## src/bridge_pkg.sv

```systemverilog
package bridge_pkg;

  typedef enum logic [1:0] {
    MODE_PHASE_ENABLE = 2'h0,
    MODE_PWM          = 2'h1,
    MODE_INDEPENDENT  = 2'h2,
    MODE_INPUTS_OFF   = 2'h3
  } mode_t;

  typedef enum logic [1:0] {
    STRAP_LOW  = 2'h0,
    STRAP_HIGH = 2'h1,
    STRAP_RES  = 2'h2
  } strap_t;

  localparam logic [3:0] ADDR_FIRST_CTRL  = 4'h1;
  localparam logic [3:0] ADDR_THIRD_CTRL  = 4'h3;
  localparam logic [3:0] ADDR_STATUS      = 4'h4;
  localparam int         MODE_LSB         = 0;
  localparam int         HIZ_A_BIT        = 0;
  localparam int         HIZ_B_BIT        = 1;
  localparam logic [1:0] MODE_RESET       = 2'h1;
  localparam logic [1:0] HIZ_RESET        = 2'h0;

endpackage : bridge_pkg

```

## src/bridge_control.sv

```systemverilog
// Our own choices: the plain strobed port and the placing of the registers.
`timescale 1ns/1ps
module bridge_control (
  input  wire logic       clk_i,
  input  wire logic       reset_n_i,
  input  wire logic       strap_variant_i,
  input  wire logic       logic_supply_ok_i,
  input  wire logic [1:0] mode_strap_i,
  input  wire logic       low_power_request_n_i,
  input  wire logic       disable_i,
  input  wire logic       input_a_i,
  input  wire logic       input_b_i,
  input  wire logic [1:0] overcurrent_trip_i,
  input  wire logic [3:0] reg_addr_i,
  input  wire logic [7:0] reg_wdata_i,
  input  wire logic       reg_write_i,
  input  wire logic       reg_read_i,
  output logic      [7:0] reg_rdata_o,
  output logic            output_a_o,
  output logic            output_a_oe_o,
  output logic            output_b_o,
  output logic            output_b_oe_o
);

  logic       rst_meta_q;
  logic       rst_sync_q;
  logic [9:0] pin_meta_q;
  logic [9:0] pin_sync_q;
  logic       strap_var_q;
  logic       supply_q;
  logic       awake_q;
  logic       disable_q;
  logic [1:0] strap_q;
  logic [1:0] trip_q;
  logic       in_a_q;
  logic       in_b_q;
  logic       supply_seen_q;
  logic       disable_prev_q;
  logic       awake_prev_q;
  logic [1:0] mode_field_q;
  logic [1:0] hiz_bits_q;
  logic [1:0] active_mode_q;
  logic [1:0] level_d;
  logic [1:0] drive_d;
  logic [1:0] hiz_eff;
  logic       disable_fall;
  logic       strap_capture;

  // Asynchronous assert, synchronous release keeps all state leaving reset together.
  always_ff @(posedge clk_i or negedge reset_n_i) begin
    if (!reset_n_i) begin
      rst_meta_q <= 1'b0;
      rst_sync_q <= 1'b0;
    end else begin
      rst_meta_q <= 1'b1;
      rst_sync_q <= rst_meta_q;
    end
  end

  // All pins except the register port are asynchronous to the clock and pass two flip-flops.
  always_ff @(posedge clk_i or negedge rst_sync_q) begin
    if (!rst_sync_q) begin
      pin_meta_q <= 10'h000;
      pin_sync_q <= 10'h000;
    end else begin
      pin_meta_q <= {strap_variant_i, logic_supply_ok_i, mode_strap_i, low_power_request_n_i,
                     disable_i, overcurrent_trip_i, input_a_i, input_b_i};
      pin_sync_q <= pin_meta_q;
    end
  end

  assign {strap_var_q, supply_q, strap_q, awake_q, disable_q, trip_q, in_a_q, in_b_q} = pin_sync_q;

  // Edges come from the synchronised copies, so a pin pulse shorter than a clock may be missed.
  assign disable_fall  = disable_prev_q && !disable_q;
  assign strap_capture = supply_q && ((!supply_seen_q) || (awake_q && !awake_prev_q));

  always_ff @(posedge clk_i or negedge rst_sync_q) begin
    if (!rst_sync_q) begin
      disable_prev_q <= 1'b0;
      awake_prev_q   <= 1'b0;
      supply_seen_q  <= 1'b0;
    end else begin
      disable_prev_q <= disable_q;
      awake_prev_q   <= awake_q;
      supply_seen_q  <= supply_seen_q | supply_q;
    end
  end

  always_ff @(posedge clk_i or negedge rst_sync_q) begin
    if (!rst_sync_q) begin
      mode_field_q <= bridge_pkg::MODE_RESET;
      hiz_bits_q   <= bridge_pkg::HIZ_RESET;
    end else if (reg_write_i) begin
      if (reg_addr_i == bridge_pkg::ADDR_FIRST_CTRL) begin
        mode_field_q <= reg_wdata_i[bridge_pkg::MODE_LSB +: 2];
      end
      if (reg_addr_i == bridge_pkg::ADDR_THIRD_CTRL) begin
        hiz_bits_q <= {reg_wdata_i[bridge_pkg::HIZ_B_BIT], reg_wdata_i[bridge_pkg::HIZ_A_BIT]};
      end
    end
  end

  always_ff @(posedge clk_i or negedge rst_sync_q) begin
    if (!rst_sync_q) begin
      active_mode_q <= bridge_pkg::MODE_RESET;
    end else if (strap_var_q) begin
      if (strap_capture) begin
        unique case (strap_q)
          bridge_pkg::STRAP_LOW:  active_mode_q <= bridge_pkg::MODE_PHASE_ENABLE;
          bridge_pkg::STRAP_HIGH: active_mode_q <= bridge_pkg::MODE_PWM;
          default:                active_mode_q <= bridge_pkg::MODE_INDEPENDENT;
        endcase
      end
    end else if (disable_fall) begin
      // Latching only on the falling edge keeps a mode field write from disturbing a driving bridge.
      active_mode_q <= mode_field_q;
    end
  end

  // The strap variant ignores the per-output bits entirely.
  assign hiz_eff = strap_var_q ? 2'h0 : hiz_bits_q;

  output_decode u_decode (
    .mode_i     (active_mode_q),
    .awake_i    (awake_q),
    .disable_i  (disable_q),
    .input_a_i  (in_a_q),
    .input_b_i  (in_b_q),
    .hiz_bits_i (hiz_eff),
    .trip_i     (trip_q),
    .level_o    (level_d),
    .drive_o    (drive_d)
  );

  always_ff @(posedge clk_i or negedge rst_sync_q) begin
    if (!rst_sync_q) begin
      output_a_o    <= 1'b0;
      output_b_o    <= 1'b0;
      output_a_oe_o <= 1'b0;
      output_b_oe_o <= 1'b0;
    end else begin
      output_a_o    <= level_d[0];
      output_b_o    <= level_d[1];
      output_a_oe_o <= drive_d[0];
      output_b_oe_o <= drive_d[1];
    end
  end

  always_ff @(posedge clk_i or negedge rst_sync_q) begin
    if (!rst_sync_q) begin
      reg_rdata_o <= 8'h00;
    end else if (reg_read_i) begin
      // Data stand for one cycle only; the idle value of zero keeps the bus quiet between reads.
      unique case (reg_addr_i)
        bridge_pkg::ADDR_FIRST_CTRL: reg_rdata_o <= {6'h00, mode_field_q};
        bridge_pkg::ADDR_THIRD_CTRL: reg_rdata_o <= {6'h00, hiz_bits_q};
        bridge_pkg::ADDR_STATUS:     reg_rdata_o <= {6'h00, active_mode_q};
        default:                     reg_rdata_o <= 8'h00;
      endcase
    end else begin
      reg_rdata_o <= 8'h00;
    end
  end

  mode_reset_a: assert property (@(posedge clk_i) disable iff (!rst_sync_q)
    $rose(rst_sync_q) |-> active_mode_q == bridge_pkg::MODE_RESET)
    else $error("Active mode not at reset value.");

  mode_hold_a: assert property (@(posedge clk_i) disable iff (!rst_sync_q)
    (!strap_var_q && !disable_fall) |=> $stable(active_mode_q))
    else $error("Active mode changed without a disable falling edge.");

  mode_latch_a: assert property (@(posedge clk_i) disable iff (!rst_sync_q)
    (!strap_var_q && disable_fall) |=> active_mode_q == $past(mode_field_q))
    else $error("Mode field not latched on disable fall.");

  strap_hold_a: assert property (@(posedge clk_i) disable iff (!rst_sync_q)
    (strap_var_q && !strap_capture) |=> $stable(active_mode_q))
    else $error("Strap mode changed outside capture.");

  strap_supply_a: assert property (@(posedge clk_i) disable iff (!rst_sync_q)
    !supply_q |-> !strap_capture)
    else $error("Strap captured before logic supply.");

  sleep_hiz_a: assert property (@(posedge clk_i) disable iff (!rst_sync_q)
    (!awake_q || disable_q) |=> !output_a_oe_o && !output_b_oe_o)
    else $error("Outputs driven while asleep or disabled.");

  pwm_brake_a: assert property (@(posedge clk_i) disable iff (!rst_sync_q)
    (awake_q && !disable_q && active_mode_q == bridge_pkg::MODE_PWM && in_a_q && in_b_q)
    |=> output_a_oe_o && output_b_oe_o && output_a_o && output_b_o)
    else $error("PWM brake state wrong.");

  indep_trip_a: assert property (@(posedge clk_i) disable iff (!rst_sync_q)
    (awake_q && !disable_q && active_mode_q == bridge_pkg::MODE_INDEPENDENT && trip_q == 2'h1
     && !hiz_eff[1]) |=> !output_a_oe_o && output_b_oe_o && output_b_o == $past(in_b_q))
    else $error("Trip isolation wrong.");

  phase_low_a: assert property (@(posedge clk_i) disable iff (!rst_sync_q)
    (awake_q && !disable_q && active_mode_q == bridge_pkg::MODE_PHASE_ENABLE && !in_a_q)
    |=> output_a_o && output_b_o && output_a_oe_o && output_b_oe_o)
    else $error("Phase/enable low state wrong.");

  off_mode_a: assert property (@(posedge clk_i) disable iff (!rst_sync_q)
    active_mode_q == bridge_pkg::MODE_INPUTS_OFF |=> !output_a_oe_o && !output_b_oe_o)
    else $error("Outputs driven in off mode.");

  phase_fwd_a: assert property (@(posedge clk_i) disable iff (!rst_sync_q)
    (awake_q && !disable_q && active_mode_q == bridge_pkg::MODE_PHASE_ENABLE && in_a_q && !in_b_q)
    |=> output_a_oe_o && output_b_oe_o && !output_a_o && output_b_o)
    else $error("Phase/enable state with B low wrong.");

  phase_rev_a: assert property (@(posedge clk_i) disable iff (!rst_sync_q)
    (awake_q && !disable_q && active_mode_q == bridge_pkg::MODE_PHASE_ENABLE && in_a_q && in_b_q)
    |=> output_a_oe_o && output_b_oe_o && output_a_o && !output_b_o)
    else $error("Phase/enable state with B high wrong.");

  pwm_float_a: assert property (@(posedge clk_i) disable iff (!rst_sync_q)
    (awake_q && !disable_q && active_mode_q == bridge_pkg::MODE_PWM && !in_a_q && !in_b_q)
    |=> !output_a_oe_o && !output_b_oe_o)
    else $error("PWM float state wrong.");

  pwm_fwd_a: assert property (@(posedge clk_i) disable iff (!rst_sync_q)
    (awake_q && !disable_q && active_mode_q == bridge_pkg::MODE_PWM && in_a_q && !in_b_q)
    |=> output_a_oe_o && output_b_oe_o && output_a_o && !output_b_o)
    else $error("PWM state with only A high wrong.");

  pwm_rev_a: assert property (@(posedge clk_i) disable iff (!rst_sync_q)
    (awake_q && !disable_q && active_mode_q == bridge_pkg::MODE_PWM && !in_a_q && in_b_q)
    |=> output_a_oe_o && output_b_oe_o && !output_a_o && output_b_o)
    else $error("PWM state with only B high wrong.");

  indep_follow_a: assert property (@(posedge clk_i) disable iff (!rst_sync_q)
    (awake_q && !disable_q && active_mode_q == bridge_pkg::MODE_INDEPENDENT && trip_q == 2'h0
     && hiz_eff == 2'h0) |=> output_a_oe_o && output_b_oe_o && output_a_o == $past(in_a_q)
     && output_b_o == $past(in_b_q))
    else $error("Independent outputs do not follow inputs.");

  trip_b_a: assert property (@(posedge clk_i) disable iff (!rst_sync_q)
    (awake_q && !disable_q && active_mode_q == bridge_pkg::MODE_INDEPENDENT && trip_q == 2'h2
     && !hiz_eff[0]) |=> !output_b_oe_o && output_a_oe_o && output_a_o == $past(in_a_q))
    else $error("Trip isolation on B wrong.");

  hiz_a_bit_a: assert property (@(posedge clk_i) disable iff (!rst_sync_q)
    (awake_q && !disable_q && active_mode_q == bridge_pkg::MODE_INDEPENDENT && !strap_var_q
     && hiz_bits_q[0]) |=> !output_a_oe_o)
    else $error("Output A driven although its release bit is set.");

  hiz_b_bit_a: assert property (@(posedge clk_i) disable iff (!rst_sync_q)
    (awake_q && !disable_q && active_mode_q == bridge_pkg::MODE_INDEPENDENT && !strap_var_q
     && hiz_bits_q[1]) |=> !output_b_oe_o)
    else $error("Output B driven although its release bit is set.");

  strap_no_hiz_a: assert property (@(posedge clk_i) disable iff (!rst_sync_q)
    (awake_q && !disable_q && active_mode_q == bridge_pkg::MODE_INDEPENDENT && strap_var_q
     && trip_q == 2'h0) |=> output_a_oe_o && output_b_oe_o)
    else $error("Strap variant released a single output.");

  strap_low_a: assert property (@(posedge clk_i) disable iff (!rst_sync_q)
    (strap_var_q && strap_capture && strap_q == bridge_pkg::STRAP_LOW)
    |=> active_mode_q == bridge_pkg::MODE_PHASE_ENABLE)
    else $error("Strap low decoded wrong.");

  strap_high_a: assert property (@(posedge clk_i) disable iff (!rst_sync_q)
    (strap_var_q && strap_capture && strap_q == bridge_pkg::STRAP_HIGH)
    |=> active_mode_q == bridge_pkg::MODE_PWM)
    else $error("Strap high decoded wrong.");

  strap_res_a: assert property (@(posedge clk_i) disable iff (!rst_sync_q)
    (strap_var_q && strap_capture && strap_q[1])
    |=> active_mode_q == bridge_pkg::MODE_INDEPENDENT)
    else $error("Strap resistor decoded wrong.");

  sleep_capture_a: assert property (@(posedge clk_i) disable iff (!rst_sync_q)
    (strap_var_q && supply_q && awake_q && !awake_prev_q) |-> strap_capture)
    else $error("Strap not captured on sleep exit.");

  field_write_a: assert property (@(posedge clk_i) disable iff (!rst_sync_q)
    (reg_write_i && reg_addr_i == bridge_pkg::ADDR_FIRST_CTRL)
    |=> mode_field_q == $past(reg_wdata_i[bridge_pkg::MODE_LSB +: 2]))
    else $error("Mode field write lost.");

  hiz_write_a: assert property (@(posedge clk_i) disable iff (!rst_sync_q)
    (reg_write_i && reg_addr_i == bridge_pkg::ADDR_THIRD_CTRL)
    |=> hiz_bits_q == $past({reg_wdata_i[bridge_pkg::HIZ_B_BIT], reg_wdata_i[bridge_pkg::HIZ_A_BIT]}))
    else $error("Release bit write lost.");

  field_read_a: assert property (@(posedge clk_i) disable iff (!rst_sync_q)
    (reg_read_i && reg_addr_i == bridge_pkg::ADDR_FIRST_CTRL)
    |=> reg_rdata_o == {6'h00, $past(mode_field_q)})
    else $error("Mode field read wrong.");

  hiz_read_a: assert property (@(posedge clk_i) disable iff (!rst_sync_q)
    (reg_read_i && reg_addr_i == bridge_pkg::ADDR_THIRD_CTRL)
    |=> reg_rdata_o == {6'h00, $past(hiz_bits_q)})
    else $error("Release bits read wrong.");

  status_read_a: assert property (@(posedge clk_i) disable iff (!rst_sync_q)
    (reg_read_i && reg_addr_i == bridge_pkg::ADDR_STATUS)
    |=> reg_rdata_o == {6'h00, $past(active_mode_q)})
    else $error("Active mode read wrong.");

endmodule : bridge_control

```

## src/output_decode.sv

```systemverilog
`timescale 1ns/1ps
module output_decode (
  input  wire logic [1:0] mode_i,
  input  wire logic       awake_i,
  input  wire logic       disable_i,
  input  wire logic       input_a_i,
  input  wire logic       input_b_i,
  input  wire logic [1:0] hiz_bits_i,
  input  wire logic [1:0] trip_i,
  output logic      [1:0] level_o,
  output logic      [1:0] drive_o
);

  always_comb begin
    level_o = 2'h0;
    drive_o = 2'h0;
    if (awake_i && !disable_i) begin
      unique case (mode_i)
        bridge_pkg::MODE_PHASE_ENABLE: begin
          drive_o = 2'h3;
          if (!input_a_i) begin
            level_o = 2'h3;
          end else begin
            level_o = {~input_b_i, input_b_i};
          end
        end
        bridge_pkg::MODE_PWM: begin
          drive_o = {2{input_a_i | input_b_i}};
          level_o = {input_b_i, input_a_i};
        end
        bridge_pkg::MODE_INDEPENDENT: begin
          level_o = {input_b_i, input_a_i};
          drive_o = ~hiz_bits_i & ~trip_i;
        end
        bridge_pkg::MODE_INPUTS_OFF: begin
          drive_o = 2'h0;
        end
      endcase
    end
  end

endmodule : output_decode
```

## config.mk

```make
export PLATFORM = sky130hd
export DESIGN_NAME = bridge_control
export DESIGN_NICKNAME = d
export VERILOG_FILES = /design/src/bridge_pkg.sv /design/src/bridge_control.sv /design/src/output_decode.sv
export SDC_FILE = /design/constraint.sdc
export NUM_CORES = 1
export LEC_CHECK = 0
export ABC_CLOCK_PERIOD_IN_PS = 1400
export BUFFER_PORTS_ARGS = -buffer_cell sky130_fd_sc_hd__buf_2
export CELL_PAD_IN_SITES_DETAIL_PLACEMENT = 0
export CELL_PAD_IN_SITES_GLOBAL_PLACEMENT = 1
export CORE_MARGIN = 3
export CORE_UTILIZATION = 40
export CTS_CLUSTER_SIZE = 12
export DETAILED_ROUTE_END_ITERATION = 12
export PLACE_DENSITY = 0.89
export SLEW_MARGIN = 20
export SYNTH_ARGS = -nofsm -noshare
export SYNTH_HDL_FRONTEND = slang
export SYNTH_SLANG_ARGS = --single-unit
```

## constraint.sdc

```tcl
create_clock -name clk_i -period 1.4 [get_ports clk_i]
set_clock_uncertainty 0.05 [all_clocks]
set_input_delay 0.14 -clock clk_i [delete_from_list [all_inputs] [get_ports clk_i]]
set_output_delay 0.14 -clock clk_i [all_outputs]
set_load 0.05 [all_outputs]
```

======== After elaboration in Yosys (flattened, before gate mapping) ========
Index checks and enable logic that the tools add are counted.
word-level totals
  bits in read-only memories .............. 0
  input bits .............................. 26
  RAM bits ................................ 0
  output and inout port bits .............. 12
  memories kept ........................... 0
  bits in latches ......................... 0
  bits in registers ....................... 43
cells by class
  equality and inequality tests ........... 8
  div/mod/pow operators ................... 0
  $add $sub $neg .......................... 0
  reductions and logical operators ........ 15
  shift operators ......................... 0
  order comparisons ....................... 0
  mux-type cells .......................... 12
  multipliers ............................. 0
  bitwise operators ....................... 6
operators with widths
  cell                                                             number
  2-bit 2-to-1 mux                                                 7
  8-bit 2-to-1 mux                                                 1
  2-bit one-hot mux with 2 select lines                            2
  2-bit one-hot mux with 4 select lines                            1
  2-bit one-hot mux with 3 select lines                            1
  2-bit AND reduction                                              3
  2-bit by 1-bit == test with 1-bit output, second input constant  2
  2-bit == test, second input constant                             2
  4-bit by 1-bit == test with 1-bit output, second input constant  1
  4-bit by 2-bit == test with 1-bit output, second input constant  1
  4-bit by 3-bit == test with 1-bit output, second input constant  1
  1-bit logical AND                                                4
  2-bit logical NOT                                                2
  2-bit inverter                                                   2
  1-bit logical NOT                                                3
  2-bit bitwise AND                                                1
  2-bit by 1-bit != test with 1-bit output, second input constant  1
  1-bit bitwise OR                                                 2
  2-bit nonzero test                                               1
  2-bit OR reduction                                               1
  1-bit logical OR                                                 1
  1-bit inverter                                                   1

======== Logic depth before layout (Yosys ltp) ========
Gate-level depths: netlist of run 1.
  word-level depth ........................ 6
  gate-level depth with buffers ........... 5
  gate-level depth less buffers ........... 5

======== Modules after synthesis ========
From an unflattened synthesis of run 1, not the netlist that was laid out.
unflattened totals
  cells, all modules ...................... 98
  area, all modules ....................... 1395.1 um^2
by module, submodules not included
  module          area each (um^2)  times used  seq. area each (um^2)  cells an instance
  bridge_control  1232.4            1           928.4                  76
  output_decode   162.7             1           0.0                    22

======== Worst setup path before layout of run 1 ========
OpenSTA, ideal clock, no wires.
  path type ............................... register -> register
  start point ............................. reg active_mode_q[0]
  end point ............................... reg output_a_o
  cell stages (with the launch flop) ...... 5
  setup slack ............................. 0.099 ns
  arrival ................................. 1.128 ns
  cells stage by stage .................... dfstp_2 -> inv_1 -> ha_1 -> a22oi_1 -> nor3_1
on the way
  word-level cells in the longest chain between the ends .. 4
  elaborated cells on any way between the ends .. 6
  classes of those cells .................. eq/ne (2); mux (2); reduce/logical (2)
ends and longest elaborated chain
  element                                                                           RTL line               source
  from (decl)                                                                       bridge_control.sv:42   logic [1:0] active_mode_q;
  from (signal assigned)                                                            bridge_control.sv:106  active_mode_q <= bridge_pkg::MODE_RESET;
  from (signal assigned)                                                            bridge_control.sv:110  bridge_pkg::STRAP_LOW: active_mode_q <= bridge_pkg::MODE_PHASE_ENABLE;
  from (signal assigned)                                                            bridge_control.sv:111  bridge_pkg::STRAP_HIGH: active_mode_q <= bridge_pkg::MODE_PWM;
  2-bit by 1-bit == test with 1-bit output / 2-bit == test (equally long branches)  output_decode.sv:18    unique case (mode_i)
  2-bit OR reduction (no line)                                                      -
  2-bit one-hot mux with 2 select lines (*)                                         output_decode.sv:18
  2-bit 2-to-1 mux (*)                                                              output_decode.sv:17    if (awake_i && !disable_i) begin
  net level_d[0]                                                                    bridge_control.sv:43   logic [1:0] level_d;
  to (signal assigned)                                                              bridge_control.sv:143  output_a_o <= level_d[0];
  to (decl)                                                                         bridge_control.sv:19   output logic output_a_o,
The timed path passes the listed nets; every way through them passes the cells marked *.
A chain may end at the register's enable or synchronous reset.

======== Worst setup path after layout of run 1 ========
Ends and elaborated chain as after synthesis.

==> impl_results.md, run 1 <==
- Max incr delay on CP: about 0.54 ns
- Syn Inst Count: 96
- DRT iter0 DRCs: 21
- Gr usage total: 0.1258
- Total CTS buffers: 5
- Drt drc: 0
- Die Height: 64.42 µm
- Post-route ant nets: 0
- CP endpoint kind: flop
- LEAKAGE: about 0.81 nW
- Worst EP required: roughly 1.6 ns
- Setup-failing EPs final: 0
- Synth Warn #: 0
- Initial antenna violation count: 0
- Setup Fix Bufs, Post-CTS: 0
- Share of cells above drive strength 1: 0.3194
- CTS sink count: 37
- Die width: roughly 64 µm
- ANT cells: 0
- Net count, final: roughly 170
- TritonRoute pass-1 iters: 3
- Average cell area after synthesis: approximately 14 µm²
- Final Max Slew Viols: 0
- Outcome: finished clean
- Sequential share of the synthesized area: 0.6801
- Clk pin slew, worst setup/hold paths: around 0.11 ns
- Ys async rst share: 1.000
- Grt ovf: 0
- Clk_lat worst skew: 0.34 ns
- Synth Cell Area: 1365 µm²
- DIE AREA: 4149 µm²
- Flops & latches, synth: 37
- F_max: 767.1 MHz
- Synth cell types: 29
- Max-cap violation count: 0
- Num rows: 20
- Critical path's slowest cell: dfstp_2
- HPWL after DPL: between 1.5 and 2 mm
- Final setup TNS: 0 ns
- TritonCTS clock tree: built
- Setup CP Type: reg2reg
- First-pass GRT wire length: 3.836 mm
- Power Density: ~1200 nW/µm²
- Core area: 3153 µm²
- Met1 demand-to-capacity share in global routing: 0.1351
- Tcrit/Tclk final: 0.9312
- Worst Hold Class: in2async
- CP arrival: 1.49 ns
- Min cycle time layout: 1.304 ns
- DR vias: 862
- Final hold vios: 0
- Worst VDD drop: 0.6371 mV
- Clock Root Buffer: clkbuf_4
- Crit Path Max Fanout: 4
- Unrepaired setup endpoints after global routing: false
- Placer congestion estimate: 0.7661
- Post-synth EDFFs: 0
- Layout area overhead: 29.15%
- Busiest layer in global routing: met2
- H-Tree Depth: 2
- Port Buf Inserts: 25
- Startpoint types: flop
- Vias in the first global route: 903
- Max clock buf depth: 2
- Register-to-register setup slack: 0.1 ns
- Worst path cell trace: inv_1 > ha_4 > a22oi_2 > nor3_1
- GRT met3 Usage: 0.05719
- I/O Pins: 38
- Wire per inst: 11.60 µm
- Main flop type after synthesis: dfrtp_1
- Initial Util: 0.4329
- Vias per cell: 4.585
- Drt total wl: 2.180 mm
- Largest net degree at the start of global routing: 26
- Post-Route Utilization: 0.5591
- Global-route track usage on met2: 0.2088
-- cell usage after synthesis, drive strengths merged, types with 2 or more instances --
library cell	number	share of area
buf	6	0.033
a21oi	4	0.015
a32oi	2	0.013
nor2	3	0.0082
ha	5	0.046
nand2	5	0.016
mux2	4	0.033
nand3b	2	0.011
conb	2	0.0055
nand2b	5	0.023
inv	3	0.0082
dfrtp	35	0.64
nor3	2	0.0073
dfstp	2	0.038
a22oi	2	0.011
nor2b	2	0.0092
a311oi	2	0.013
-- logic make-up after synthesis --
kind of cell / count (synthesis) / share of synthesized area
mux: 4 / 0.03299
compound gates: 15 / 0.07792
fa+ha+maj: 5 / 0.04583
buf+inv: 9 / 0.04124
simple gates: 24 / 0.1164
other cells: 2 / 0.005502
flops: 37 / 0.6801
-- layer usage --
metal  routed length [µm]  vias to the layer above
met4                   31                        0
li1                     -                      414
met3                  134                        4
met5                    0                        -
met2                 1137                       26
met1                  876                      418
-- worst max-delay path, delay by kind of cell (launching register included) --
family                   cells  cell delay, ns
flip-flops                   1            0.54
adder cells (fa/ha/maj)      1            0.27
AO/OA/AOI/OAI                1            0.18
buffers and inverters        1            0.10
AND/OR/NAND/NOR              1            0.06
-- per-stage QoR --
| stage | power, mW | hold slack [ns] | cells | area [µm²] | setup slack (ns) |
|---|---|---|---|---|---|
| after floorplan | 1.452 | -0.2056 | 101 | 1384 | 0.09911 |
| after global placement | 1.533 | -0.1255 | 167 | 1554 | 0.08669 |
| after detailed placement | 1.549 | -0.1225 | 167 | 1554 | 0.07196 |
| after CTS | 2.118 | 0.03470 | 188 | 1740 | 0.04541 |
| after global routing | 2.254 | 0.02263 | 188 | 1763 | 0.03278 |
| final | 2.129 | 0.05512 | 188 | 1763 | 0.09632 |
-- what timing repair did --
item,in CTS,in global routing
gates resized for setup,0,3
hold buffers,13,0
endpoints found under the setup margin,0,2
endpoints found under the hold margin,16,0
-- where the power goes --
part / switching (mW) / internal [mW]
Clock: 0.345 / 0.196
Combinational: 0.210 / 0.162
Sequential: 0.0544 / 1.16
Total: 0.609 / 1.52
-- placed cells by master (no fill, tap or decap), types with 2 or more instances in the layout --
cell type,Yosys,layout
a21oi_1,4,4
a22oi_2,0,2
a311oi_1,2,2
a32oi_1,2,2
buf_2,0,25
buf_4,6,2
clkbuf_4,0,5
clkinvlp_4,0,2
conb_1,2,7
dfrtp_1,35,35
dfstp_2,2,2
dlygate4sd3_1,0,13
ha_1,5,4
inv_1,3,3
mux2_1,2,2
mux2_2,2,2
nand2_1,4,4
nand2b_1,5,5
nand3b_1,2,2
nor2_1,3,3
nor2b_1,2,2
nor3_1,2,2
-- cell type report --
type	instances	area [µm²]
fill	269	1390
sequential	37	928.4
multi-input combinational	55	421.7
timing repair buffer	41	290.3
tap	44	55.05
clock buffer	6	41.29
clock inverter	2	15.01
inverter	3	11.26
-- sequential cells by signal, indices dropped and copies added (netlist names) --
| name | cells |
|---|---|
| hiz_bits_q | 2 |
| awake_prev_q | 1 |
| output_a_oe_o | 1 |
| output_b_o | 1 |
| output_b_oe_o | 1 |
| disable_prev_q | 1 |
| active_mode_q | 2 |
| supply_seen_q | 1 |
| rst_meta_q | 1 |
| output_a_o | 1 |
| pin_sync_q | 10 |
| pin_meta_q | 10 |
| rst_sync_q | 1 |
| reg_rdata_o | 2 |
| mode_field_q | 2 |
-- path summary, 6_finish.rpt --
path,from,to,cells past startpoint
hold / removal,reset_n_i,rst_meta_q,2
min in group clk_i,reg_addr_i[0],reg_rdata_o[1],4
setup reg to reg,active_mode_q[0],output_a_o,4
setup / recovery,active_mode_q[0],output_a_o,4
hold reg to reg,rst_sync_q,hiz_bits_q[0],0
max in group asynchronous,rst_sync_q,active_mode_q[0],1
Note: power is estimated with default switching activity, not from simulation.
==> run 2: changes to the inputs <==
- REMOVE_ABC_BUFFERS: not set -> 1
==> run 2 against run 1 <==
  * Worst setup slack lost 0.046 ns
  * Critical endpoint unchanged
  * Hold slack lost 0.017 ns
  * Sequential cell count is the same
  * Critical path type unchanged
==> impl_results.md, run 2 (same netlist as run 1, synthesis figures left out) <==
- CP endpoint kind: flop
- Commonest cells after routing, fill and taps aside: dfrtp_1, buf_2, dlygate4sd3_1
- Largest net degree at the start of global routing: 36 (+38%)
- Post-route ant nets: 0 (unchanged)
- TritonRoute pass-1 iters: 3 (unchanged)
- Unrepaired setup endpoints after global routing: false
- Vias per cell: 4.524 (-1.3%)
- Gr usage total: 0.1219 (-0.003974)
- DRT iter0 DRCs: 9 (-57%)
- Startpoint types: flop
- Commonest non-fill, non-tap cell in the layout: dfrtp_1
- Clk pin slew, worst setup/hold paths: 0.11 ns (about the same)
- Drt total wl: 2.185 mm (+0.23%)
- LEAKAGE: 0.8153 nW (+0.46%)
- Outcome: finished clean
- Dpl ws: 0.05333 ns (-0.01864 ns)
- Tcrit/Tclk final: 0.9643 (+0.03308)
- Setup CP Type: reg2reg
- Drt drc: 0 (unchanged)
- Worst EP required: 1.58 ns (about the same)
- F_max: 740.7 MHz (-3.4%)
- Share of cells above drive strength 1: 0.3077 (-0.01175)
- H-Tree Depth: 2 (unchanged)
- Setup ws final: 0.05001 ns (-0.04631 ns)
- Clock Root Buffer: clkbuf_4
- Die Height: 64.42 µm (unchanged)
- Wire per inst: 11.68 µm (+0.77%)
- Net count, final: 173 (-0.57%)
- Vias in the first global route: 914 (+1.2%)
- Grt ovf: 0 (unchanged)
- Die width: 64.42 µm (unchanged)
- Crit Path Max Fanout: 4 (unchanged)
- First-pass GRT wire length: 3.850 mm (+0.36%)
- Worst VDD drop: 0.6483 mV (+1.8%)
- Initial Util: 0.4329 (unchanged)
- TritonCTS clock tree: built
- Power Density: 1236 nW/µm² (+2.4%)
- Clk_lat worst skew: 0.33 ns (about the same)
- ANT cells: 0 (unchanged)
- Max-cap violation count: 0 (unchanged)
- Max clock buf depth: 2 (unchanged)
- DR vias: 846 (-1.9%)
- CTS sink count: 37 (unchanged)
- DIE AREA: 4149 µm² (unchanged)
- Total CTS buffers: 5 (unchanged)
- HPWL after DPL: 1.464 mm (-5.5%)
- Final Max Slew Viols: 0 (unchanged)
- Fillers: 266 (-1.1%)
- Setup Fix Bufs, Post-CTS: 0 (unchanged)
- Fin cells: 187 (-0.53%)
- Power, Total: 2.144 mW (+0.72%)
- Placer congestion estimate: 0.8269 (+7.9%)
- Top flop regs: pin_meta_q: 10 flops, pin_sync_q: 10 flops
- Port Buf Inserts: 25 (unchanged)
- Hold_ws: 0.03847 ns (-0.01665 ns)
- Final hold vios: 0 (unchanged)
- Setup-failing EPs final: 0 (unchanged)
- Initial antenna violation count: 0 (unchanged)
- CP arrival: 1.53 ns (+0.04 ns)
- Core area: 3153 µm² (unchanged)
- Placed insts: 166 (-0.60%)
- Min cycle time layout: 1.350 ns (+0.04631 ns)
- Final setup TNS: 0 ns (unchanged)
- Num rows: 20 (unchanged)
- Worst Hold Class: in2async
- Layout area overhead: 27.04%
- I/O Pins: 38 (unchanged)
[run 2: cell types whose count changed in the layout (fill, tap and decap cells not counted), sizes merged]
cell      previous run  this run
clkinv               0         2
clkinvlp             2         0
buf                 28        27
[run 2: critical path, cell delays in order (launching register included)]
cell and delay [ns]:
dfstp_2 0.54, inv_1 0.08, ha_1 0.33, a22oi_1 0.19
nor3_1 0.06
[run 2: cell type report]
| type | instances | area [µm²] | share of cell area |
|---|---|---|---|
| clock buffers | 6 | 51.30 | 0.02958 |
| clock inverters | 2 | 13.76 | 0.007937 |
| inverters | 3 | 11.26 | 0.006494 |
| multi-input cells | 55 | 404.1 | 0.2330 |
| flip-flops and latches | 37 | 928.4 | 0.5354 |
| well taps | 44 | 55.05 | 0.03175 |
| repair buffers | 40 | 270.3 | 0.1558 |
[run 2: power by group]
part / total (mW) / internal [mW] / switching, mW
clock network: 0.583 / 0.245 / 0.338
registers: 1.21 / 1.16 / 0.0518
logic: 0.347 / 0.141 / 0.206
total: 2.14 / 1.55 / 0.596
[run 2: path summary, 6_finish.rpt]
kind | to | cells past startpoint | from | slack [ns]
max | output_a_o | 4 | active_mode_q[0] | 0.05
min | rst_meta_q | 2 | reset_n_i | 0.04
max reg2reg | output_a_o | 4 | active_mode_q[0] | 0.05
min reg2reg | pin_sync_q[8] | 1 | rst_sync_q | 0.22
max in group asynchronous | mode_field_q[0] | 1 | rst_sync_q | 0.74
min in group clk_i | reg_rdata_o[0] | 4 | reg_addr_i[0] | 0.07
[run 2: metal layers]
layer | global-route usage | wire (µm) | part of all wire | vias to the layer above
li1 | - | - | - | 408
met1 | 0.1309 | 885 | 0.41 | 406
met2 | 0.2139 | 1137 | 0.52 | 28
met3 | 0.05026 | 131 | 0.060 | 4
met4 | 0.04485 | 31 | 0.014 | 0
met5 | 0 | 0 | 0 | -
[run 2: stage by stage]
step	area (µm²)	utilization
2_1_floorplan	1339	-
3_3_place_gp	1534	0.4865
3_5_place_dp	1534	0.4865
4_1_cts	1729	0.5484
5_1_grt	1734	0.5500
6_report	1734	0.5500
[run 2: repair_timing]
action	CTS	global route
setup endpoints to repair	0	1
hold endpoints to repair	15	0
gates resized for setup	0	1
hold buffers	13	0
